$ cat src/verilog/decoder_pkg.sv
// Function
// [RULE_01] Inherent instruction is one byte only
// [RULE_02] Immediate: opcode then one operand byte
// [RULE_03] Short direct: one address byte, page zero
// [RULE_04] Long direct: two address bytes, full space
// [RULE_05] Indexed address is unsigned index plus offset
// [RULE_06] No-offset indexed: index register alone
// [RULE_07] Long indexed: two-byte offset, full space
// [RULE_08] Short indirect: byte pointer from page zero
// [RULE_09] Long indirect: word pointer from page zero
// [RULE_10] Indirect indexed adds index to pointer
// [RULE_11] Short indirect indexed reaches up to 1FE
// [RULE_12] Relative adds signed 8-bit offset to PC
// [RULE_13] Indirect relative reads offset from memory
// [RULE_14] Read-modify-write uses short forms only
// [RULE_15] Y prefix swaps X for Y
// [RULE_16] Indirect prefix turns direct into indirect
// [RULE_17] Y indirect prefix swaps X for Y
// [RULE_18] Optional prefix, then up to two bytes
// [RULE_19] Unknown code raises a reset
// [RULE_20] Prefix plus valid opcode never resets
// [RULE_21] Branch on N, Z, C, H, mask bits
// [RULE_22] Branch on interrupt pin level
// [RULE_23] PC passes every consumed byte
// [RULE_24] Unsigned branches use carry and zero
package decoder_pkg;
  localparam logic [7:0] PREFIX_Y = 8'h90;
  localparam logic [7:0] PREFIX_YIND = 8'h91;
  localparam logic [7:0] PREFIX_IND = 8'h92;
  localparam logic [7:0] PAGE_ZERO_HI = 8'h00;
  localparam logic [15:0] RESET_PC = 16'h0000;

  // Opcode column groups (high nibble)
  localparam logic [3:0] COL_BTJ = 4'h0;
  localparam logic [3:0] COL_BSR = 4'h1;
  localparam logic [3:0] COL_JR = 4'h2;
  localparam logic [3:0] COL_RMW_DIR = 4'h3;
  localparam logic [3:0] COL_RMW_A = 4'h4;
  localparam logic [3:0] COL_RMW_X = 4'h5;
  localparam logic [3:0] COL_RMW_SIX = 4'h6;
  localparam logic [3:0] COL_RMW_IX = 4'h7;
  localparam logic [3:0] COL_SYS = 4'h8;
  localparam logic [3:0] COL_REG = 4'h9;
  localparam logic [3:0] COL_IMM = 4'hA;
  localparam logic [3:0] COL_DIR = 4'hB;
  localparam logic [3:0] COL_LDIR = 4'hC;
  localparam logic [3:0] COL_LIX = 4'hD;
  localparam logic [3:0] COL_SIX = 4'hE;
  localparam logic [3:0] COL_IX = 4'hF;

  // Condition codes of the relative branch column (low nibble)
  localparam logic [3:0] CND_ALWAYS = 4'h0;
  localparam logic [3:0] CND_NEVER = 4'h1;
  localparam logic [3:0] CND_UGT = 4'h2;
  localparam logic [3:0] CND_ULE = 4'h3;
  localparam logic [3:0] CND_NC = 4'h4;
  localparam logic [3:0] CND_C = 4'h5;
  localparam logic [3:0] CND_NE = 4'h6;
  localparam logic [3:0] CND_EQ = 4'h7;
  localparam logic [3:0] CND_NH = 4'h8;
  localparam logic [3:0] CND_H = 4'h9;
  localparam logic [3:0] CND_PL = 4'hA;
  localparam logic [3:0] CND_MI = 4'hB;
  localparam logic [3:0] CND_NM = 4'hC;
  localparam logic [3:0] CND_M = 4'hD;
  localparam logic [3:0] CND_IL = 4'hE;
  localparam logic [3:0] CND_IH = 4'hF;
  localparam logic [7:0] OP_RELATIVE_SUBROUTINE_CALL = 8'hAD;

  typedef enum logic [3:0] {
    MODE_INH, MODE_IMM, MODE_SDIR, MODE_LDIR, MODE_IX0, MODE_SIX,
    MODE_LIX, MODE_SIND, MODE_LIND, MODE_SINDIX, MODE_LINDIX,
    MODE_REL, MODE_RELIND
  } mode_e;

  typedef struct packed {
    logic i1;
    logic h;
    logic i0;
    logic n;
    logic z;
    logic c;
  } flags_s;

  typedef struct packed {
    logic [15:0] addr;
    logic valid;
  } bus_req_s;

  typedef struct packed {
    logic [7:0] opcode;
    logic [7:0] operand;
    logic [15:0] ea;
    logic [15:0] nextPc;
    logic [15:0] branchPc;
    logic useY;
    logic taken;
    mode_e mode;
  } decoded_s;
endpackage : decoder_pkg

$ cat src/verilog/branch_condition.sv
`timescale 1ns/1ns
module branch_condition (
  input wire logic [3:0] cond,
  input wire decoder_pkg::flags_s flags,
  input wire logic irqPin,
  output logic taken
);
  // Condition table for relative branches
  always_comb begin
    case (cond)
      decoder_pkg::CND_ALWAYS: taken = 1'b1;
      decoder_pkg::CND_NEVER: taken = 1'b0;
      decoder_pkg::CND_UGT: taken = ~(flags.c | flags.z); // RULE_24
      decoder_pkg::CND_ULE: taken = flags.c | flags.z; // RULE_24
      decoder_pkg::CND_NC: taken = ~flags.c; // RULE_24
      decoder_pkg::CND_C: taken = flags.c; // RULE_24
      decoder_pkg::CND_NE: taken = ~flags.z; // RULE_21
      decoder_pkg::CND_EQ: taken = flags.z; // RULE_21
      decoder_pkg::CND_NH: taken = ~flags.h; // RULE_21
      decoder_pkg::CND_H: taken = flags.h; // RULE_21
      decoder_pkg::CND_PL: taken = ~flags.n; // RULE_21
      decoder_pkg::CND_MI: taken = flags.n; // RULE_21
      decoder_pkg::CND_NM: taken = ~(flags.i1 & flags.i0); // RULE_21
      decoder_pkg::CND_M: taken = flags.i1 & flags.i0; // RULE_21
      decoder_pkg::CND_IL: taken = ~irqPin; // RULE_22
      decoder_pkg::CND_IH: taken = irqPin; // RULE_22
      default: taken = 1'b0;
    endcase
  end
endmodule : branch_condition

$ cat src/verilog/instr_decoder.sv
`timescale 1ns/1ns
module instr_decoder (
  input wire logic sys_clk,
  input wire logic rst,
  input wire logic start,
  input wire logic [15:0] pc,
  input wire logic [7:0] xReg,
  input wire logic [7:0] yReg,
  input wire decoder_pkg::flags_s flags,
  input wire logic irqPin,
  output decoder_pkg::bus_req_s memReq,
  input wire logic [7:0] memData,
  output decoder_pkg::decoded_s result,
  output logic done,
  output logic illegalReset
);
  typedef enum {
    S_IDLE, S_FETCH_OP, S_OPER1, S_OPER2, S_PTR_HI, S_PTR_LO, S_FINISH
  } state_e;

  state_e state;
  logic [15:0] fetchPc;
  logic [7:0] prefix;
  logic [7:0] opcode;
  logic [7:0] byte1;
  logic [7:0] byte2;
  logic [7:0] ptrHi;
  logic [7:0] ptrLo;
  decoder_pkg::mode_e mode;
  logic [15:0] ptrAddr;

  // Classify a fetched opcode into addressing mode without prefix
  function automatic decoder_pkg::mode_e base_mode(input logic [7:0] op);
    logic [3:0] col;
    col = op[7:4];
    case (col)
      decoder_pkg::COL_BTJ: base_mode = decoder_pkg::MODE_SDIR;
      decoder_pkg::COL_BSR: base_mode = decoder_pkg::MODE_SDIR;
      decoder_pkg::COL_JR: base_mode = decoder_pkg::MODE_REL;
      decoder_pkg::COL_RMW_DIR: base_mode = decoder_pkg::MODE_SDIR;
      decoder_pkg::COL_RMW_A: base_mode = decoder_pkg::MODE_INH;
      decoder_pkg::COL_RMW_X: base_mode = decoder_pkg::MODE_INH;
      decoder_pkg::COL_RMW_SIX: base_mode = decoder_pkg::MODE_SIX;
      decoder_pkg::COL_RMW_IX: base_mode = decoder_pkg::MODE_IX0;
      decoder_pkg::COL_SYS: base_mode = decoder_pkg::MODE_INH;
      decoder_pkg::COL_REG: base_mode = decoder_pkg::MODE_INH;
      decoder_pkg::COL_IMM: base_mode = (op == decoder_pkg::OP_RELATIVE_SUBROUTINE_CALL) ?
          decoder_pkg::MODE_REL : decoder_pkg::MODE_IMM;
      decoder_pkg::COL_DIR: base_mode = decoder_pkg::MODE_SDIR;
      decoder_pkg::COL_LDIR: base_mode = decoder_pkg::MODE_LDIR;
      decoder_pkg::COL_LIX: base_mode = decoder_pkg::MODE_LIX;
      decoder_pkg::COL_SIX: base_mode = decoder_pkg::MODE_SIX;
      default: base_mode = decoder_pkg::MODE_IX0;
    endcase
  endfunction : base_mode

  // Apply the indirection prefix to a base mode
  function automatic decoder_pkg::mode_e to_indirect(
      input decoder_pkg::mode_e m);
    case (m)
      decoder_pkg::MODE_SDIR: to_indirect = decoder_pkg::MODE_SIND;
      decoder_pkg::MODE_LDIR: to_indirect = decoder_pkg::MODE_LIND;
      decoder_pkg::MODE_SIX: to_indirect = decoder_pkg::MODE_SINDIX;
      decoder_pkg::MODE_LIX: to_indirect = decoder_pkg::MODE_LINDIX;
      decoder_pkg::MODE_REL: to_indirect = decoder_pkg::MODE_RELIND;
      default: to_indirect = m;
    endcase
  endfunction : to_indirect

  // Operand bytes following the opcode for each mode
  function automatic logic [1:0] operand_bytes(input decoder_pkg::mode_e m);
    case (m)
      decoder_pkg::MODE_INH: operand_bytes = 2'h0;
      decoder_pkg::MODE_IX0: operand_bytes = 2'h0;
      decoder_pkg::MODE_LDIR: operand_bytes = 2'h2;
      decoder_pkg::MODE_LIX: operand_bytes = 2'h2;
      default: operand_bytes = 2'h1;
    endcase
  endfunction : operand_bytes

  // Opcodes with no defined meaning in this core
  function automatic logic is_illegal(input logic [7:0] op);
    is_illegal = (op == 8'h8B) || (op == 8'h8C) || (op == 8'h9A) ||
        (op == 8'h9B) || (op == 8'h9C) || (op == 8'h9D) ||
        (op == 8'h9E) || (op == 8'h9F) || (op == 8'h87) ||
        (op == 8'h88) || (op == 8'h89) || (op == 8'h8D);
  endfunction : is_illegal

  wire logic isPrefix = (memData == decoder_pkg::PREFIX_Y) ||
      (memData == decoder_pkg::PREFIX_YIND) ||
      (memData == decoder_pkg::PREFIX_IND);
  wire logic firstByte = (state == S_FETCH_OP) && (prefix == 8'h00);
  // RULE_19 RULE_20: only an unknown code at opcode position resets
  wire logic badCode = (state == S_FETCH_OP) && !(firstByte && isPrefix) &&
      is_illegal(memData);
  wire decoder_pkg::mode_e rawMode = base_mode(memData);
  wire logic wantInd = (prefix == decoder_pkg::PREFIX_IND) ||
      (prefix == decoder_pkg::PREFIX_YIND);
  wire decoder_pkg::mode_e opMode = wantInd ? to_indirect(rawMode) :
      rawMode; // RULE_16
  wire logic rmwOp = (memData[7:4] <= decoder_pkg::COL_RMW_IX) &&
      (memData[7:4] != decoder_pkg::COL_JR);
  wire logic [1:0] opBytes = operand_bytes(opMode); // RULE_18
  wire logic useY = (prefix == decoder_pkg::PREFIX_Y) ||
      (prefix == decoder_pkg::PREFIX_YIND); // RULE_15 RULE_17
  wire logic [7:0] idx = useY ? yReg : xReg;
  wire logic longPtr = (mode == decoder_pkg::MODE_LIND) ||
      (mode == decoder_pkg::MODE_LINDIX); // RULE_09
  wire logic ptrMode = (mode == decoder_pkg::MODE_SIND) ||
      (mode == decoder_pkg::MODE_LIND) ||
      (mode == decoder_pkg::MODE_SINDIX) ||
      (mode == decoder_pkg::MODE_LINDIX) ||
      (mode == decoder_pkg::MODE_RELIND); // RULE_13
  wire logic [15:0] ptrVal = {longPtr ? ptrHi : 8'h00, ptrLo};
  wire logic [15:0] ptrNext = ptrAddr + 16'h0001;
  wire logic [7:0] relOff = (mode == decoder_pkg::MODE_RELIND) ? ptrLo :
      byte1;
  wire logic condTaken;

  branch_condition condUnit (
    .cond(opcode[3:0]),
    .flags(flags),
    .irqPin(irqPin),
    .taken(condTaken)
  );

  // Effective address for each mode
  logic [15:0] eaCalc;
  always_comb begin
    case (mode)
      decoder_pkg::MODE_SDIR: eaCalc = {8'h00, byte1}; // RULE_03
      decoder_pkg::MODE_LDIR: eaCalc = {byte1, byte2}; // RULE_04
      decoder_pkg::MODE_IX0: eaCalc = {8'h00, idx}; // RULE_06
      decoder_pkg::MODE_SIX: eaCalc = {8'h00, byte1} + {8'h00, idx}; // RULE_05
      decoder_pkg::MODE_LIX: eaCalc = {byte1, byte2} + {8'h00, idx}; // RULE_07
      decoder_pkg::MODE_SIND: eaCalc = ptrVal; // RULE_08
      decoder_pkg::MODE_LIND: eaCalc = ptrVal; // RULE_09
      decoder_pkg::MODE_SINDIX: eaCalc = ptrVal + {8'h00, idx}; // RULE_11
      decoder_pkg::MODE_LINDIX: eaCalc = ptrVal + {8'h00, idx}; // RULE_10
      default: eaCalc = 16'h0000; // RULE_01 RULE_02
    endcase
  end

  // Bus address per fetch state
  assign memReq.valid = (state != S_IDLE) && (state != S_FINISH);
  assign memReq.addr = ((state == S_PTR_HI) || (state == S_PTR_LO)) ?
      ptrAddr : fetchPc;

  // Decode steps shared by the sequencer and the registers
  wire logic enterDecode = (state == S_IDLE) && start;
  wire logic prefixTaken = (state == S_FETCH_OP) && firstByte && isPrefix;
  wire logic opcodeTaken = (state == S_FETCH_OP) && !badCode &&
      !prefixTaken;
  wire logic streamByte = (state == S_FETCH_OP) || (state == S_OPER1) ||
      (state == S_OPER2); // RULE_23
  wire logic wordOffset = (mode == decoder_pkg::MODE_LDIR) ||
      (mode == decoder_pkg::MODE_LIX); // RULE_04 RULE_07
  // RULE_14: read-modify-write keeps short forms
  wire decoder_pkg::mode_e shortMode = (rmwOp &&
      opMode == decoder_pkg::MODE_LIND) ? decoder_pkg::MODE_SIND : opMode;
  // RULE_12: signed offset from the address after the instruction
  wire logic [15:0] branchTarget = fetchPc + {{8{relOff[7]}}, relOff};
  wire logic jumpTaken = (opcode[7:4] == decoder_pkg::COL_JR) ? condTaken :
      (opcode == decoder_pkg::OP_RELATIVE_SUBROUTINE_CALL);

  // Next value of the sequencer state
  state_e next_state;

  // Sequencer next state
  always_comb begin
    next_state = state;
    case (state)
      S_IDLE: begin
        if (start) begin
          next_state = S_FETCH_OP;
        end
      end
      S_FETCH_OP: begin
        if (badCode) begin
          next_state = S_IDLE; // RULE_19
        end else if (opcodeTaken) begin
          next_state = (opBytes == 2'h0) ? S_FINISH : S_OPER1; // RULE_01
        end
      end
      S_OPER1: begin
        if (wordOffset) begin
          next_state = S_OPER2;
        end else if (ptrMode) begin
          next_state = longPtr ? S_PTR_HI : S_PTR_LO; // RULE_09
        end else begin
          next_state = S_FINISH;
        end
      end
      S_OPER2: next_state = S_FINISH;
      S_PTR_HI: next_state = S_PTR_LO;
      S_PTR_LO: next_state = S_FINISH;
      S_FINISH: next_state = S_IDLE;
      default: next_state = S_IDLE;
    endcase
  end

  // Sequencer state
  always_ff @(posedge sys_clk) begin
    if (rst) begin
      state <= S_IDLE;
    end else begin
      state <= next_state;
    end
  end

  // Fetch pointer steps over every byte taken from the stream
  always_ff @(posedge sys_clk) begin
    if (rst) begin
      fetchPc <= decoder_pkg::RESET_PC;
    end else if (enterDecode) begin
      fetchPc <= pc;
    end else if (streamByte) begin
      fetchPc <= fetchPc + 16'h0001; // RULE_23
    end
  end

  // Prefix seen ahead of the opcode
  always_ff @(posedge sys_clk) begin
    if (rst || enterDecode) begin
      prefix <= 8'h00;
    end else if (prefixTaken) begin
      prefix <= memData; // RULE_18
    end
  end

  // Opcode and its addressing mode
  always_ff @(posedge sys_clk) begin
    if (rst) begin
      opcode <= 8'h00;
      mode <= decoder_pkg::MODE_INH;
    end else if (opcodeTaken) begin
      opcode <= memData;
      mode <= shortMode; // RULE_14 RULE_16
    end
  end

  // Operand bytes after the opcode
  always_ff @(posedge sys_clk) begin
    if (rst || opcodeTaken) begin
      byte1 <= 8'h00;
      byte2 <= 8'h00;
    end else if (state == S_OPER1) begin
      byte1 <= memData; // RULE_02
    end else if (state == S_OPER2) begin
      byte2 <= memData; // RULE_04
    end
  end

  // Pointer location in page zero, stepped for the low byte
  always_ff @(posedge sys_clk) begin
    if (rst) begin
      ptrAddr <= 16'h0000;
    end else if (state == S_OPER1) begin
      ptrAddr <= {decoder_pkg::PAGE_ZERO_HI, memData}; // RULE_08
    end else if (state == S_PTR_HI) begin
      ptrAddr <= ptrNext;
    end
  end

  // Pointer bytes, high first for a word pointer
  always_ff @(posedge sys_clk) begin
    if (rst || opcodeTaken) begin
      ptrHi <= 8'h00;
      ptrLo <= 8'h00;
    end else if (state == S_PTR_HI) begin
      ptrHi <= memData; // RULE_09
    end else if (state == S_PTR_LO) begin
      ptrLo <= memData; // RULE_08
    end
  end

  // Completion and illegal-code pulses
  always_ff @(posedge sys_clk) begin
    if (rst) begin
      done <= 1'b0;
      illegalReset <= 1'b0;
    end else begin
      done <= (state == S_FINISH);
      illegalReset <= badCode; // RULE_19
    end
  end

  // Result registers, loaded as the decode finishes
  always_ff @(posedge sys_clk) begin
    if (rst) begin
      result <= '0;
    end else if (state == S_FINISH) begin
      result.opcode <= opcode;
      result.operand <= byte1; // RULE_02
      result.ea <= eaCalc;
      result.nextPc <= fetchPc; // RULE_23
      result.branchPc <= branchTarget; // RULE_12
      result.useY <= useY;
      result.taken <= jumpTaken;
      result.mode <= mode;
    end
  end
endmodule : instr_decoder

$ cat config.mk
export PLATFORM = sky130hd
export DESIGN_NAME = instr_decoder
export DESIGN_NICKNAME = d
export VERILOG_FILES = /design/src/verilog/decoder_pkg.sv /design/src/verilog/branch_condition.sv /design/src/verilog/instr_decoder.sv
export SDC_FILE = /design/constraint.sdc
export NUM_CORES = 1
export LEC_CHECK = 0
export ABC_AREA = 1
export ABC_CLOCK_PERIOD_IN_PS = 7400
export BUFFER_PORTS_ARGS = -buffer_cell sky130_fd_sc_hd__buf_2
export CORE_ASPECT_RATIO = 1.75
export CORE_MARGIN = 5
export CORE_UTILIZATION = 25
export DETAILED_ROUTE_END_ITERATION = 7
export GPL_ROUTABILITY_DRIVEN = 0
export PLACE_DENSITY = 0.45
export SYNTH_ARGS = -nofsm -noshare
export SYNTH_HDL_FRONTEND = slang
export SYNTH_SLANG_ARGS = --single-unit
$ cat constraint.sdc
create_clock -name sys_clk -period 7.4 [get_ports sys_clk]
set_input_delay 1.11 -clock sys_clk [delete_from_list [all_inputs] [get_ports sys_clk]]
set_output_delay 1.11 -clock sys_clk [all_outputs]
set_load 0.01 [all_outputs]
==> run_results.csv, run 1 <==
group,metric,value,unit
worst_setup_path,slowest_stage,"o21ai_0",
detailed_routing,drt-total-wl,36.1,mm
detailed_routing,wl_met1,12.9,mm
detailed_routing,drtIter0Drc,510,
worst_setup_path,max_stage_delay,610,ps
floorplanning,die_x,156,um
floorplanning,ios,139,
clock_tree,cts_hold_buf,0,
run_status,status,"finished clean",
clock_tree,cts.path.max_buffers,2,
sta,clock.fmax,264,MHz
yosys,synth-seq-cells,159,
worst_setup_path,crit_required,7780,ps
clock_tree,postCtsSetupBuffers,0,
min_path,worst_hold_path_type,"reg -> reg",
worst_setup_path,cp_top_family,"simple AND/OR/NAND/NOR gates",
yosys,synth_edf_count,0,
clock_tree,clkSlewWorstSetupHoldPaths,70,ps
grt,grt_pass1_wl,54.9,mm
pwr,pwr-share-clk,31.4,%
detailed_routing,viasPerCell,4.79,
clock_tree,htreeDepth,4,
floorplanning,core,0.0369,sq mm
pwr,power.density,246,mW/mm^2
detailed_routing,routed.top_layer,"met4",
detailed_routing,drcViolationCount,0,
place,io_buffer_count,138,
grt,antenna_found_initial,1,
clock_tree,cts_resized,0,
yosys,synth_async_sr_flop_share,0,%
yosys,synthDistinctLibCells,52,
clock_tree,cts.sinks,159,
cells_and_area,multi_input_area,0.00528,sq mm
place,post-dp-hpwl,28.5,mm
worst_setup_path,cp.arrival,4170,ps
grt,grt_usage,17.3,%
yosys,synth_warnings,0,
pwr,pwr-share-seq,38.8,%
cells_and_area,syn2layout_area_growth,17.7,%
sta,post-route-period-util,51.2,%
worst_setup_path,crit_path_end_kind,"flop",
run,cap_viol_max_count,0,
worst_setup_path,crit_path_cell_trace,"inv_1, nor4_1, nand3_1, o21ai_0, ha_1, inv_1, fa_1, inv_1, nand3_1, nand2_1, nand2_1, nand3_1, nand3_1, nor2_1, inv_2, o21ai_1, nand2_1, nand2_1, nand2_1, a21oi_1",
worst_setup_path,cp.buffers_inverters,4,
pwr,switchingPower,0.00107,W
clock_tree,clk_latency,450,ps
detailed_routing,wl_met2,20.1,mm
grt,grt_max_degree,70,
worst_setup_path,cp-start-kind,"flop",
sta,finalCriticalPeriod,3790,ps
sta,slew_headroom,34.8,%
detailed_routing,post_drt_wl_per_cell,18.0,um
grt,gr-total-overflow,0,
sta,rsz0062_at_grt,"false",
clock_tree,cts_tree,"done",
clock_tree,numCtsBuffers,17,
floorplanning,fp-row-count,93,
grt,grt_pass1_vias,9525,
sta,fin_tns_setup,0,ps
yosys,syn_inst,1408,
detailed_routing,first_pass_iters,5,
detailed_routing,detail-route-antenna-nets,0,
pwr,p_leak,4.91,nW
detailed_routing,vias,9596,
floorplanning,initial_core_util,25.3,%
worst_setup_path,path_common_cell,"nand2_1",
cells_and_area,final_layout_size_suffix_gt1_share,14.5,%
sta,tightest_slew,977,ps
sta,finalHoldViolCount,0,
worst_setup_path,critPathKind,"reg -> reg",
pwr,comb_power_share,29.8,%
cells_and_area,regArea,0.00318,sq mm
place,dp_cells,1971,
clock_tree,cts_root_buf,"clkbuf_16",
sta,skew,13.3,ps
yosys,synth_nets,1494,
yosys,ys.flop_type,"dfxtp_1",
yosys,synth.yosys.seq_area_share,34.1,%
cells_and_area,nets,1601,
sta,finalSetupViolCount,0,
floorplanning,die_h,266,um
pwr,vdd_drop_max,0.000153,V
yosys,netlist_area,0.00933,sq mm
detailed_routing,wl_met3,1.11,mm
sta,drv_slew,0,
worst_setup_path,crit_fanout,14,
yosys,syn_avg_cell_area,6.63,sq um
cells_and_area,n_fill_cell,4155,
floorplanning,dieArea,0.0414,sq mm
pwr,intPower,0.00163,W
pwr,switching_share,39.6,%
cells_and_area,final_cells,2004,
routing by layer:
metal	GRT usage (%)	vias to the layer above
li1	-	4880
met1	16.8	4436
met2	34.0	213
met3	2.56	67
met4	9.54	0
met5	0	-
state kept, by name, summed over array words and instances, names as in the netlist, 8 cells and up:
signal and cells:
opcode 8, byte1 8, ptrHi 8, byte2 8
fetchPc 16, prefix 8, result 70, ptrAddr 16
ptrLo 8
placed cells by master, fill, tap and decap left out, types with 12 or more instances in the layout:
| cell | n |
|---|---|
| dfxtp_1 | 159 |
| inv_1 | 150 |
| o21ai_0 | 155 |
| ha_1 | 33 |
| xor2_1 | 19 |
| buf_2 | 138 |
| inv_2 | 12 |
| nand3_1 | 89 |
| nand2_1 | 330 |
| nor3_1 | 13 |
| a21oi_1 | 128 |
| nor2_1 | 132 |
| clkbuf_16 | 17 |
cells in the mapped netlist (2+ instances only):
cell       number  area share, %
o2111ai_1       3           0.28
nand3_1        89            4.8
buf_2          10           0.54
o21a_1          3           0.24
a21oi_1       128            6.9
nand2_4         2           0.24
buf_4           2           0.16
nand2_1       330             13
nor4_1          5           0.34
o21ai_0       155            8.3
nor3_2          3           0.32
xnor2_1         7           0.66
nand4_1         9           0.60
inv_1         150            6.0
o21bai_1        6           0.48
a31oi_1         9           0.60
o31ai_1         5           0.40
dfxtp_1       159             34
xor2_1         19            1.8
buf_6           3           0.36
a311oi_1        2           0.19
nor2_1        132            5.3
ha_1           33            4.4
o22ai_1         8           0.54
nor2_2          6           0.40
inv_2          11           0.44
clkbuf_1       39            1.6
nor3_1         13           0.70
a21o_1          2           0.16
nand3_2         4           0.43
a221oi_1        6           0.56
o21ai_1         4           0.21
buf_1           5           0.20
or2_2           4           0.27
nand3b_1        6           0.48
o211ai_1        9           0.72
fa_1            3           0.64
o221ai_1        4           0.38
a21oi_2         7           0.66
tightest hold or removal path, delay by kind of cell, from the launching register on:
kind          cells  cell delay (ps)
flops             1              310
simple gates      1               30
buf+inv           1               50
worst paths after layout:
kind                             end                   start  depth (start not counted)  slack, ps
max          result[52]$_SDFFE_PP0P_  prefix[4]$_SDFFE_PP0P_                         20       3610
min           prefix[3]$_SDFFE_PP0P_  prefix[3]$_SDFFE_PP0P_                          2        430
max reg2reg  result[52]$_SDFFE_PP0P_  prefix[4]$_SDFFE_PP0P_                         20       3610
min reg2reg   prefix[3]$_SDFFE_PP0P_  prefix[3]$_SDFFE_PP0P_                          2        430
kinds of logic (layout without fill, tap and decap cells):
group           after synthesis  count (layout)  synth area share, %
fa+ha+maj                    36              36                 5.07
xor+xnor                     26              26                 2.44
simple gates                610             610                 27.9
compound gates              356             356                 21.1
flops                       159             159                 34.1
other cells                   0               1                    0
buf+inv                     221             341                 9.35
final cells by class:
cell class	instances	area share (%)
sequential	159	29.0
clock inverter	14	1.03
clock buffer	18	4.00
antenna	1	0.0228
timing repair buffer	147	6.91
tap	475	5.41
multi-input combinational	1028	48.1
inverter	162	5.54
through the flow:
stage | setup slack [ps] | util [%] | cell area (sq um) | total power [W] | hold slack, ps
after CTS | 3560 | 29.8 | 11000 | 0.00274 | 428
after global placement | 3660 | 28.3 | 10400 | 0.00188 | 417
after detailed placement | 3560 | 28.3 | 10400 | 0.00188 | 418
after floorplan | 4290 | - | 9330 | 0.00158 | 408
final | 3610 | 29.8 | 11000 | 0.00270 | 427
after global routing | 3130 | 29.8 | 11000 | 0.00287 | 469
power groups by stage:
stage,logic [W],clock network (W),registers (W)
global route,0.000906,0.000905,0.00106
finish,0.000805,0.000848,0.00105
global placement,0.000814,0,0.00107
CTS,0.000820,0.000871,0.00105
detailed placement,0.000815,0,0.00107
floorplan,0.000558,0,0.00102
No activity file was read; power rests on OpenSTA's default activity.
==> run 2, diff against run 1 <==
ABC_AREA = 0   (was 1)
ABC_CLOCK_PERIOD_IN_PS = 3300   (was 7400)
PLACE_DENSITY = 0.47   (was 0.45)
clock period = 3.3 ns   (was 7.4 ns; I/O delays follow)
==> run_results.csv, run 2 <==
group,metric,value,unit
run_status,status,"finished clean",
cells_and_area,n_fill_cell,3971,
worst_setup_path,crit_path_end_kind,"flop",
clock_tree,cts_hold_buf,0,
grt,grt_usage,17.5,%
pwr,power.total,0.00498,W
worst_setup_path,cp.arrival,3550,ps
clock_tree,clk_latency,440,ps
worst_setup_path,cp-start-kind,"flop",
sta,finalHoldViolCount,0,
cells_and_area,syn2layout_area_growth,25.3,%
cells_and_area,largest_reg_flops,70,
detailed_routing,post_drt_wl_per_cell,19.7,um
detailed_routing,drcViolationCount,0,
yosys,synth.yosys.seq_area_share,34.1,%
worst_setup_path,cp_num_cells,14,
clock_tree,htreeDepth,4,
worst_setup_path,crit_fanout,4,
detailed_routing,viasPerCell,5.20,
sta,post-route-period-util,99.2,%
sta,rsz0062_at_grt,"true",
yosys,synth_async_sr_flop_share,0,%
detailed_routing,drtIter0Drc,561,
yosys,synth_top_area_share,34.1,%
clock_tree,cts_root_buf,"clkbuf_16",
grt,grt_max_degree,41,
pwr,vdd_drop_max,0.000243,V
cells_and_area,mostFrequentLayoutCell,"nand2_1",
worst_setup_path,crit_path_cell_trace,"or4_4, nor3_4, buf_6, mux2_4, ha_4, inv_2, fa_2, nor2b_2, o31a_1, o211a_1, nor2_2, xnor2_1, a221oi_2, a211oi_1",
grt,grt_pass1_vias,9774,
worst_setup_path,crit_required,3580,ps
yosys,synth_warnings,0,
run,cap_viol_max_count,0,
sta,clock.fmax,305,MHz
floorplanning,die_h,265,um
yosys,syn_avg_cell_area,7.54,sq um
floorplanning,core,0.0369,sq mm
detailed_routing,vias,9725,
grt,grt_pass1_wl,56.1,mm
worst_setup_path,cp.buffers_inverters,2,
grt,antenna_found_initial,1,
place,io_buffer_count,138,
sta,finalCriticalPeriod,3270,ps
pwr,power.density,427,mW/mm^2
sta,tightest_slew,1150,ps
pwr,p_leak,4.72,nW
cells_and_area,multi_input_area,0.00599,sq mm
clock_tree,clkSlewWorstSetupHoldPaths,70,ps
yosys,synth_nets,1322,
worst_setup_path,critPathKind,"reg -> reg",
yosys,syn_inst,1236,
yosys,netlist_area,0.00932,sq mm
floorplanning,fp-row-count,93,
clock_tree,cts.sinks,159,
worst_setup_path,slowest_stage,"or4_4",
floorplanning,die_x,156,um
clock_tree,cts_tree,"done",
sta,skew,11.8,ps
worst_setup_path,reg2reg_depth,14,
yosys,post-synth-top-count-cell,"nand2_1",
detailed_routing,detail-route-antenna-nets,0,
sta,drv_slew,0,
clock_tree,numCtsBuffers,17,
min_path,whs_path_depth,3,
clock_tree,cts.path.max_buffers,2,
sta,finalSetupViolCount,0,
detailed_routing,first_pass_iters,7,
cells_and_area,final_layout_size_suffix_gt1_share,22.0,%
floorplanning,ios,139,
cells_and_area,top_regs,"result: 70 flops, fetchPc: 16 flops, ptrAddr: 16 flops",
yosys,yosysTopAreaCell,"dfxtp_1",
cells_and_area,nets,1467,
yosys,synth_edf_count,0,
worst_setup_path,max_stage_delay,550,ps
sta,slew_headroom,23.5,%
cells_and_area,final_cell_mix,"257 x nand2_1, 157 x dfxtp_1, 152 x a21oi_1",
yosys,synthDistinctLibCells,72,
yosys,synthTopCellsByCount,"258 x nand2_1, 159 x dfxtp_1, 155 x a21oi_1, 84 x nor2_1, 61 x clkbuf_1",
cells_and_area,top_register,"result",
min_path,worst_hold_path_type,"in -> reg",
floorplanning,initial_core_util,25.3,%
sta,fin_tns_setup,0,ps
detailed_routing,drt-total-wl,36.9,mm
yosys,synth_area_leaders,"dfxtp_1 34%, nand2_1 10%, a21oi_1 8.3%, ha_1 4.4%, nor2_1 3.4%",
yosys,synth-seq-cells,159,
cells_and_area,regArea,0.00319,sq mm
floorplanning,dieArea,0.0414,sq mm
grt,gr-total-overflow,0,
place,post-dp-hpwl,28.2,mm
yosys,ys.flop_type,"dfxtp_1",
worst_setup_path,cp_top_family,"compound AO/OA/AOI/OAI gates",
[run 2: cell types whose count changed after synthesis, sizes merged, moves of 18 or more]
cell    before  now
inv        161   13
o21ai      159   56
nand2      333  258
nor2       139   84
nand3       94   46
clkbuf      39   61
mux2         0   22
nand2b       0   22
a21oi      135  155
mux2i        0   18
[run 2: worst paths after layout]
| path | start | slack, ps | endpoint |
|---|---|---|---|
| max reg2reg | prefix[5]$_SDFFE_PP0P_ | 30 | result[46]$_SDFFE_PP0P_ |
| max | prefix[5]$_SDFFE_PP0P_ | 30 | result[46]$_SDFFE_PP0P_ |
| min reg2reg | result[57]$_SDFFE_PP0P_ | 450 | result[57]$_SDFFE_PP0P_ |
| min | pc[0] | 310 | fetchPc[0]$_SDFFE_PP0P_ |
[run 2: cells by family after synthesis]
family | count (synthesis) | share of synthesized area (%)
AOI/OAI and AO/OA | 343 | 22.6
and+or+nand+nor | 530 | 26.3
buffers and inverters | 94 | 3.99
xor gates and xnor gates | 34 | 3.19
adders and majority gates | 36 | 5.07
muxes | 40 | 4.71
DFF | 159 | 34.1
[run 2: final cells by class]
type | instances | area share [%]
clock inverters | 10 | 1.37
repair buffers | 207 | 10.6
well taps | 475 | 5.09
flip-flops and latches | 159 | 27.3
diodes | 1 | 0.0214
clock buffers | 22 | 3.98
multi-input cells | 983 | 51.3
inverters | 13 | 0.418
[run 2: layer usage]
metal | vias to the layer above | wire, um | share of wire [%] | global-route usage, %
li1 | 4691 | - | - | -
met1 | 4630 | 13300 | 36 | 18.0
met2 | 292 | 19300 | 52 | 31.7
met3 | 110 | 1720 | 4.7 | 2.93
met4 | 2 | 2570 | 7.0 | 11.9
met5 | - | 20 | 0.054 | 0
[run 2: through the flow]
step	setup WS, ps	instances	instance area, sq um	hold slack [ps]	utilization [%]
after floorplan	0.643	1236	9330	440	-
after CTS	-69.3	1869	11600	285	31.4
after detailed placement	-246	1832	10800	445	29.3
after global placement	-152	1832	10800	440	29.3
after global routing	-101	1869	11700	316	31.7
final	25.7	1870	11700	305	31.7
[run 2: tightest hold or removal path, cell delays in order]
cell and delay, ps:
buf_2 100, nand2_1 50, a21oi_1 50
[run 2: power by group]
group | internal [W] | switching, W | total, W
sequential | 0.00197 | 0.0000942 | 0.00206
combinational | 0.000294 | 0.000496 | 0.000790
clock | 0.00131 | 0.000823 | 0.00213
total | 0.00357 | 0.00141 | 0.00498
[run 2: what timing repair did]
| action | CTS | global route |
|---|---|---|
| endpoints found under the setup margin | 15 | 17 |
| pin swaps | 17 | 26 |
| setup buffers | 5 | 0 |
| resized for setup | 26 | 20 |
==> run 3, diff against run 2 <==
ABC_CLOCK_PERIOD_IN_PS = 2800   (was 3300)
CORE_UTILIZATION = 50   (was 25)
PLACE_DENSITY = 0.78   (was 0.47)
REMOVE_ABC_BUFFERS = 1   (was not set)
clock period = 2.8 ns   (was 3.3 ns; I/O delays follow)
==> run_results.csv, run 3 (synthesis results as in run 2) <==
group,metric,value,unit
run_status,status,"finished with violations",
run_status,violations,"negative setup slack",
worst_setup_path,crit_required,3120,ps
clock_tree,cts.sinks,159,
pwr,power.density,470,mW/mm^2
floorplanning,core,0.0185,sq mm
detailed_routing,detail-route-antenna-nets,0,
sta,post-route-period-util,119,%
grt,grt.busiest_layer,"met2",
cells_and_area,nets,1551,
sta,fin_tns_setup,-6230,ps
grt,grt_pass1_vias,10400,
clock_tree,numCtsBuffers,17,
worst_setup_path,ff2ff_setup_slack,-530,ps
place,io_buffer_count,138,
worst_setup_path,r2r-end,"result[44]$_SDFFE_PP0P_",
worst_setup_path,cp.buffers_inverters,3,
worst_setup_path,reg2reg_from,"prefix[6]$_SDFFE_PP0P_",
detailed_routing,drcViolationCount,0,
floorplanning,initial_core_util,50.4,%
floorplanning,die_x,113,um
pwr,p_leak,5.16,nW
cells_and_area,mostFrequentLayoutCell,"nand2_1",
grt,met1_usage,29.0,%
worst_setup_path,cp-start-kind,"flop",
worst_setup_path,critPathKind,"reg -> reg",
worst_setup_path,startpoint,"prefix[6]$_SDFFE_PP0P_",
sta,timing.final.ws_setup,-528,ps
floorplanning,die_h,191,um
min_path,worst_hold_path_type,"in -> reg",
place,dp_cells,1664,
sta,skew,9.49,ps
worst_setup_path,reg2reg_depth,15,
sta,drv_slew,0,
worst_setup_path,crit_path_cell_trace,"or4_4, nor3_4, buf_12, mux2_4, ha_4, inv_4, fa_2, nor2b_2, o31a_1, buf_4, o21a_1, nor2_2, xnor2_1, a221oi_1, o31ai_1",
worst_setup_path,crit_path_end_kind,"flop",
cells_and_area,final_cells,1716,
worst_setup_path,slowest_stage,"or4_4",
grt,grt_pass1_wl,51.1,mm
cells_and_area,syn2layout_area_growth,31.8,%
sta,finalCriticalPeriod,3330,ps
floorplanning,fp-row-count,66,
grt,met3_usage,4.95,%
worst_setup_path,cp.arrival,3640,ps
worst_setup_path,crit_fanout,6,
grt,gr-total-overflow,0,
detailed_routing,drtIter0Drc,730,
cells_and_area,final_cell_mix,"257 x nand2_1, 155 x dfxtp_1, 145 x buf_4",
clock_tree,clk_latency,440,ps
worst_setup_path,cp_top_family,"compound AO/OA/AOI/OAI gates",
cells_and_area,n_fill_cell,1556,
detailed_routing,post_drt_wl_per_cell,19.2,um
run,cap_viol_max_count,0,
detailed_routing,vias,10400,
sta,rsz0062_at_grt,"true",
cells_and_area,antenna_cells,0,
grt,grt_max_degree,84,
sta,slew_headroom,40.2,%
pwr,vdd_drop_max,0.000357,V
place,post-dp-hpwl,23.7,mm
sta,clock.fmax,301,MHz
sta,tightest_slew,895,ps
clock_tree,htreeDepth,4,
grt,antenna_found_initial,0,
cells_and_area,top_regs,"result: 70 flops, fetchPc: 16 flops, ptrAddr: 16 flops",
grt,met2_usage,53.9,%
clock_tree,cts.path.max_buffers,2,
worst_setup_path,setup.worst_path.end,"result[44]$_SDFFE_PP0P_",
sta,finalHoldViolCount,0,
detailed_routing,drt-total-wl,32.9,mm
place,placed_area,0.0110,sq mm
cells_and_area,finalInstanceArea,0.0123,sq mm
worst_setup_path,cp_num_cells,15,
clock_tree,clkSlewWorstSetupHoldPaths,70,ps
clock_tree,cts_root_buf,"clkbuf_16",
pwr,power.total,0.00578,W
detailed_routing,viasPerCell,6.03,
detailed_routing,first_pass_iters,6,
sta,finalSetupViolCount,18,
grt,grt_usage,29.7,%
floorplanning,dieArea,0.0216,sq mm
clock_tree,cts_tree,"done",
cells_and_area,final_layout_size_suffix_gt1_share,29.4,%
cells_and_area,largest_reg_flops,70,
cells_and_area,top_register,"result",
floorplanning,ios,139,
worst_setup_path,max_stage_delay,540,ps
## run 3: cell count changes in the layout (fill, tap and decap cells not counted), sizes merged
cell	change
buf	+84
bufinv	-4
clkbuf	-5
clkinv	-5
clkinvlp	+2
diode	-1
inv	+12
## run 3: worst min path at each step
stage / from / to / slack, ps / cells past startpoint
2_1_floorplan: opcode[5]$_SDFFE_PP0P_ / result[67]$_SDFFE_PP0P_ / 430 / 2
3_3_place_gp: result[12]$_SDFFE_PP0P_ / result[12]$_SDFFE_PP0P_ / 440 / 2
3_5_place_dp: result[12]$_SDFFE_PP0P_ / result[12]$_SDFFE_PP0P_ / 440 / 2
4_1_cts: pc[1] / fetchPc[1]$_SDFFE_PP0P_ / 260 / 3
5_1_grt: pc[1] / fetchPc[1]$_SDFFE_PP0P_ / 280 / 3
6_report: pc[1] / fetchPc[1]$_SDFFE_PP0P_ / 280 / 3
## run 3: layout make-up
cell class                      count  area, sq um  share of cell area, %
Multi-Input combinational cell    983         6270                   51.1
Sequential cell                   159         3190                   26.0
Timing Repair Buffer              291         1900                   15.5
Clock buffer                       17          425                   3.46
Tap cell                          238          298                   2.42
Clock inverter                     15          143                   1.16
Inverter                           13         51.3                  0.418
## run 3: power breakdown
part | switching (W) | leakage [nW] | internal (W) | total (W)
clock network | 0.00111 | 0.273 | 0.00119 | 0.00229
registers | 0.0000998 | 1.29 | 0.00232 | 0.00242
logic | 0.000630 | 3.60 | 0.000431 | 0.00106
## run 3: repair_timing
item	4_1_cts	5_1_grt
hold buffers	0	0
resized for setup	74	41
pin swaps	35	35
endpoints found under the setup margin	26	26
buffers inserted	9	11
## run 3: metrics by stage
stage          utilization [%]  hold slack (ps)  worst slack (ps)
6_report                  66.4              276              -528
5_1_grt                   66.4              278              -654
4_1_cts                   65.0              262              -499
3_5_place_dp              59.7              442              -715
3_3_place_gp              59.7              439              -619
2_1_floorplan                -              434              -632
## run 3: per-layer routing
layer | vias to the layer above | share of wire, %
met4 | 0 | 8.3
li1 | 4859 | -
met3 | 168 | 6.1
met5 | - | 0
met1 | 4820 | 34
met2 | 509 | 52
## run 3: worst register-to-register path, stage by stage, from the launching register on
cell	delay (ps)
dfxtp_2	320
or4_4	550
nor3_4	160
buf_12	150
mux2_4	340
ha_4	180
inv_4	50
fa_2	210
nor2b_2	50
o31a_1	330
buf_4	160
o21a_1	180
nor2_2	100
xnor2_1	70
a221oi_1	280
o31ai_1	90
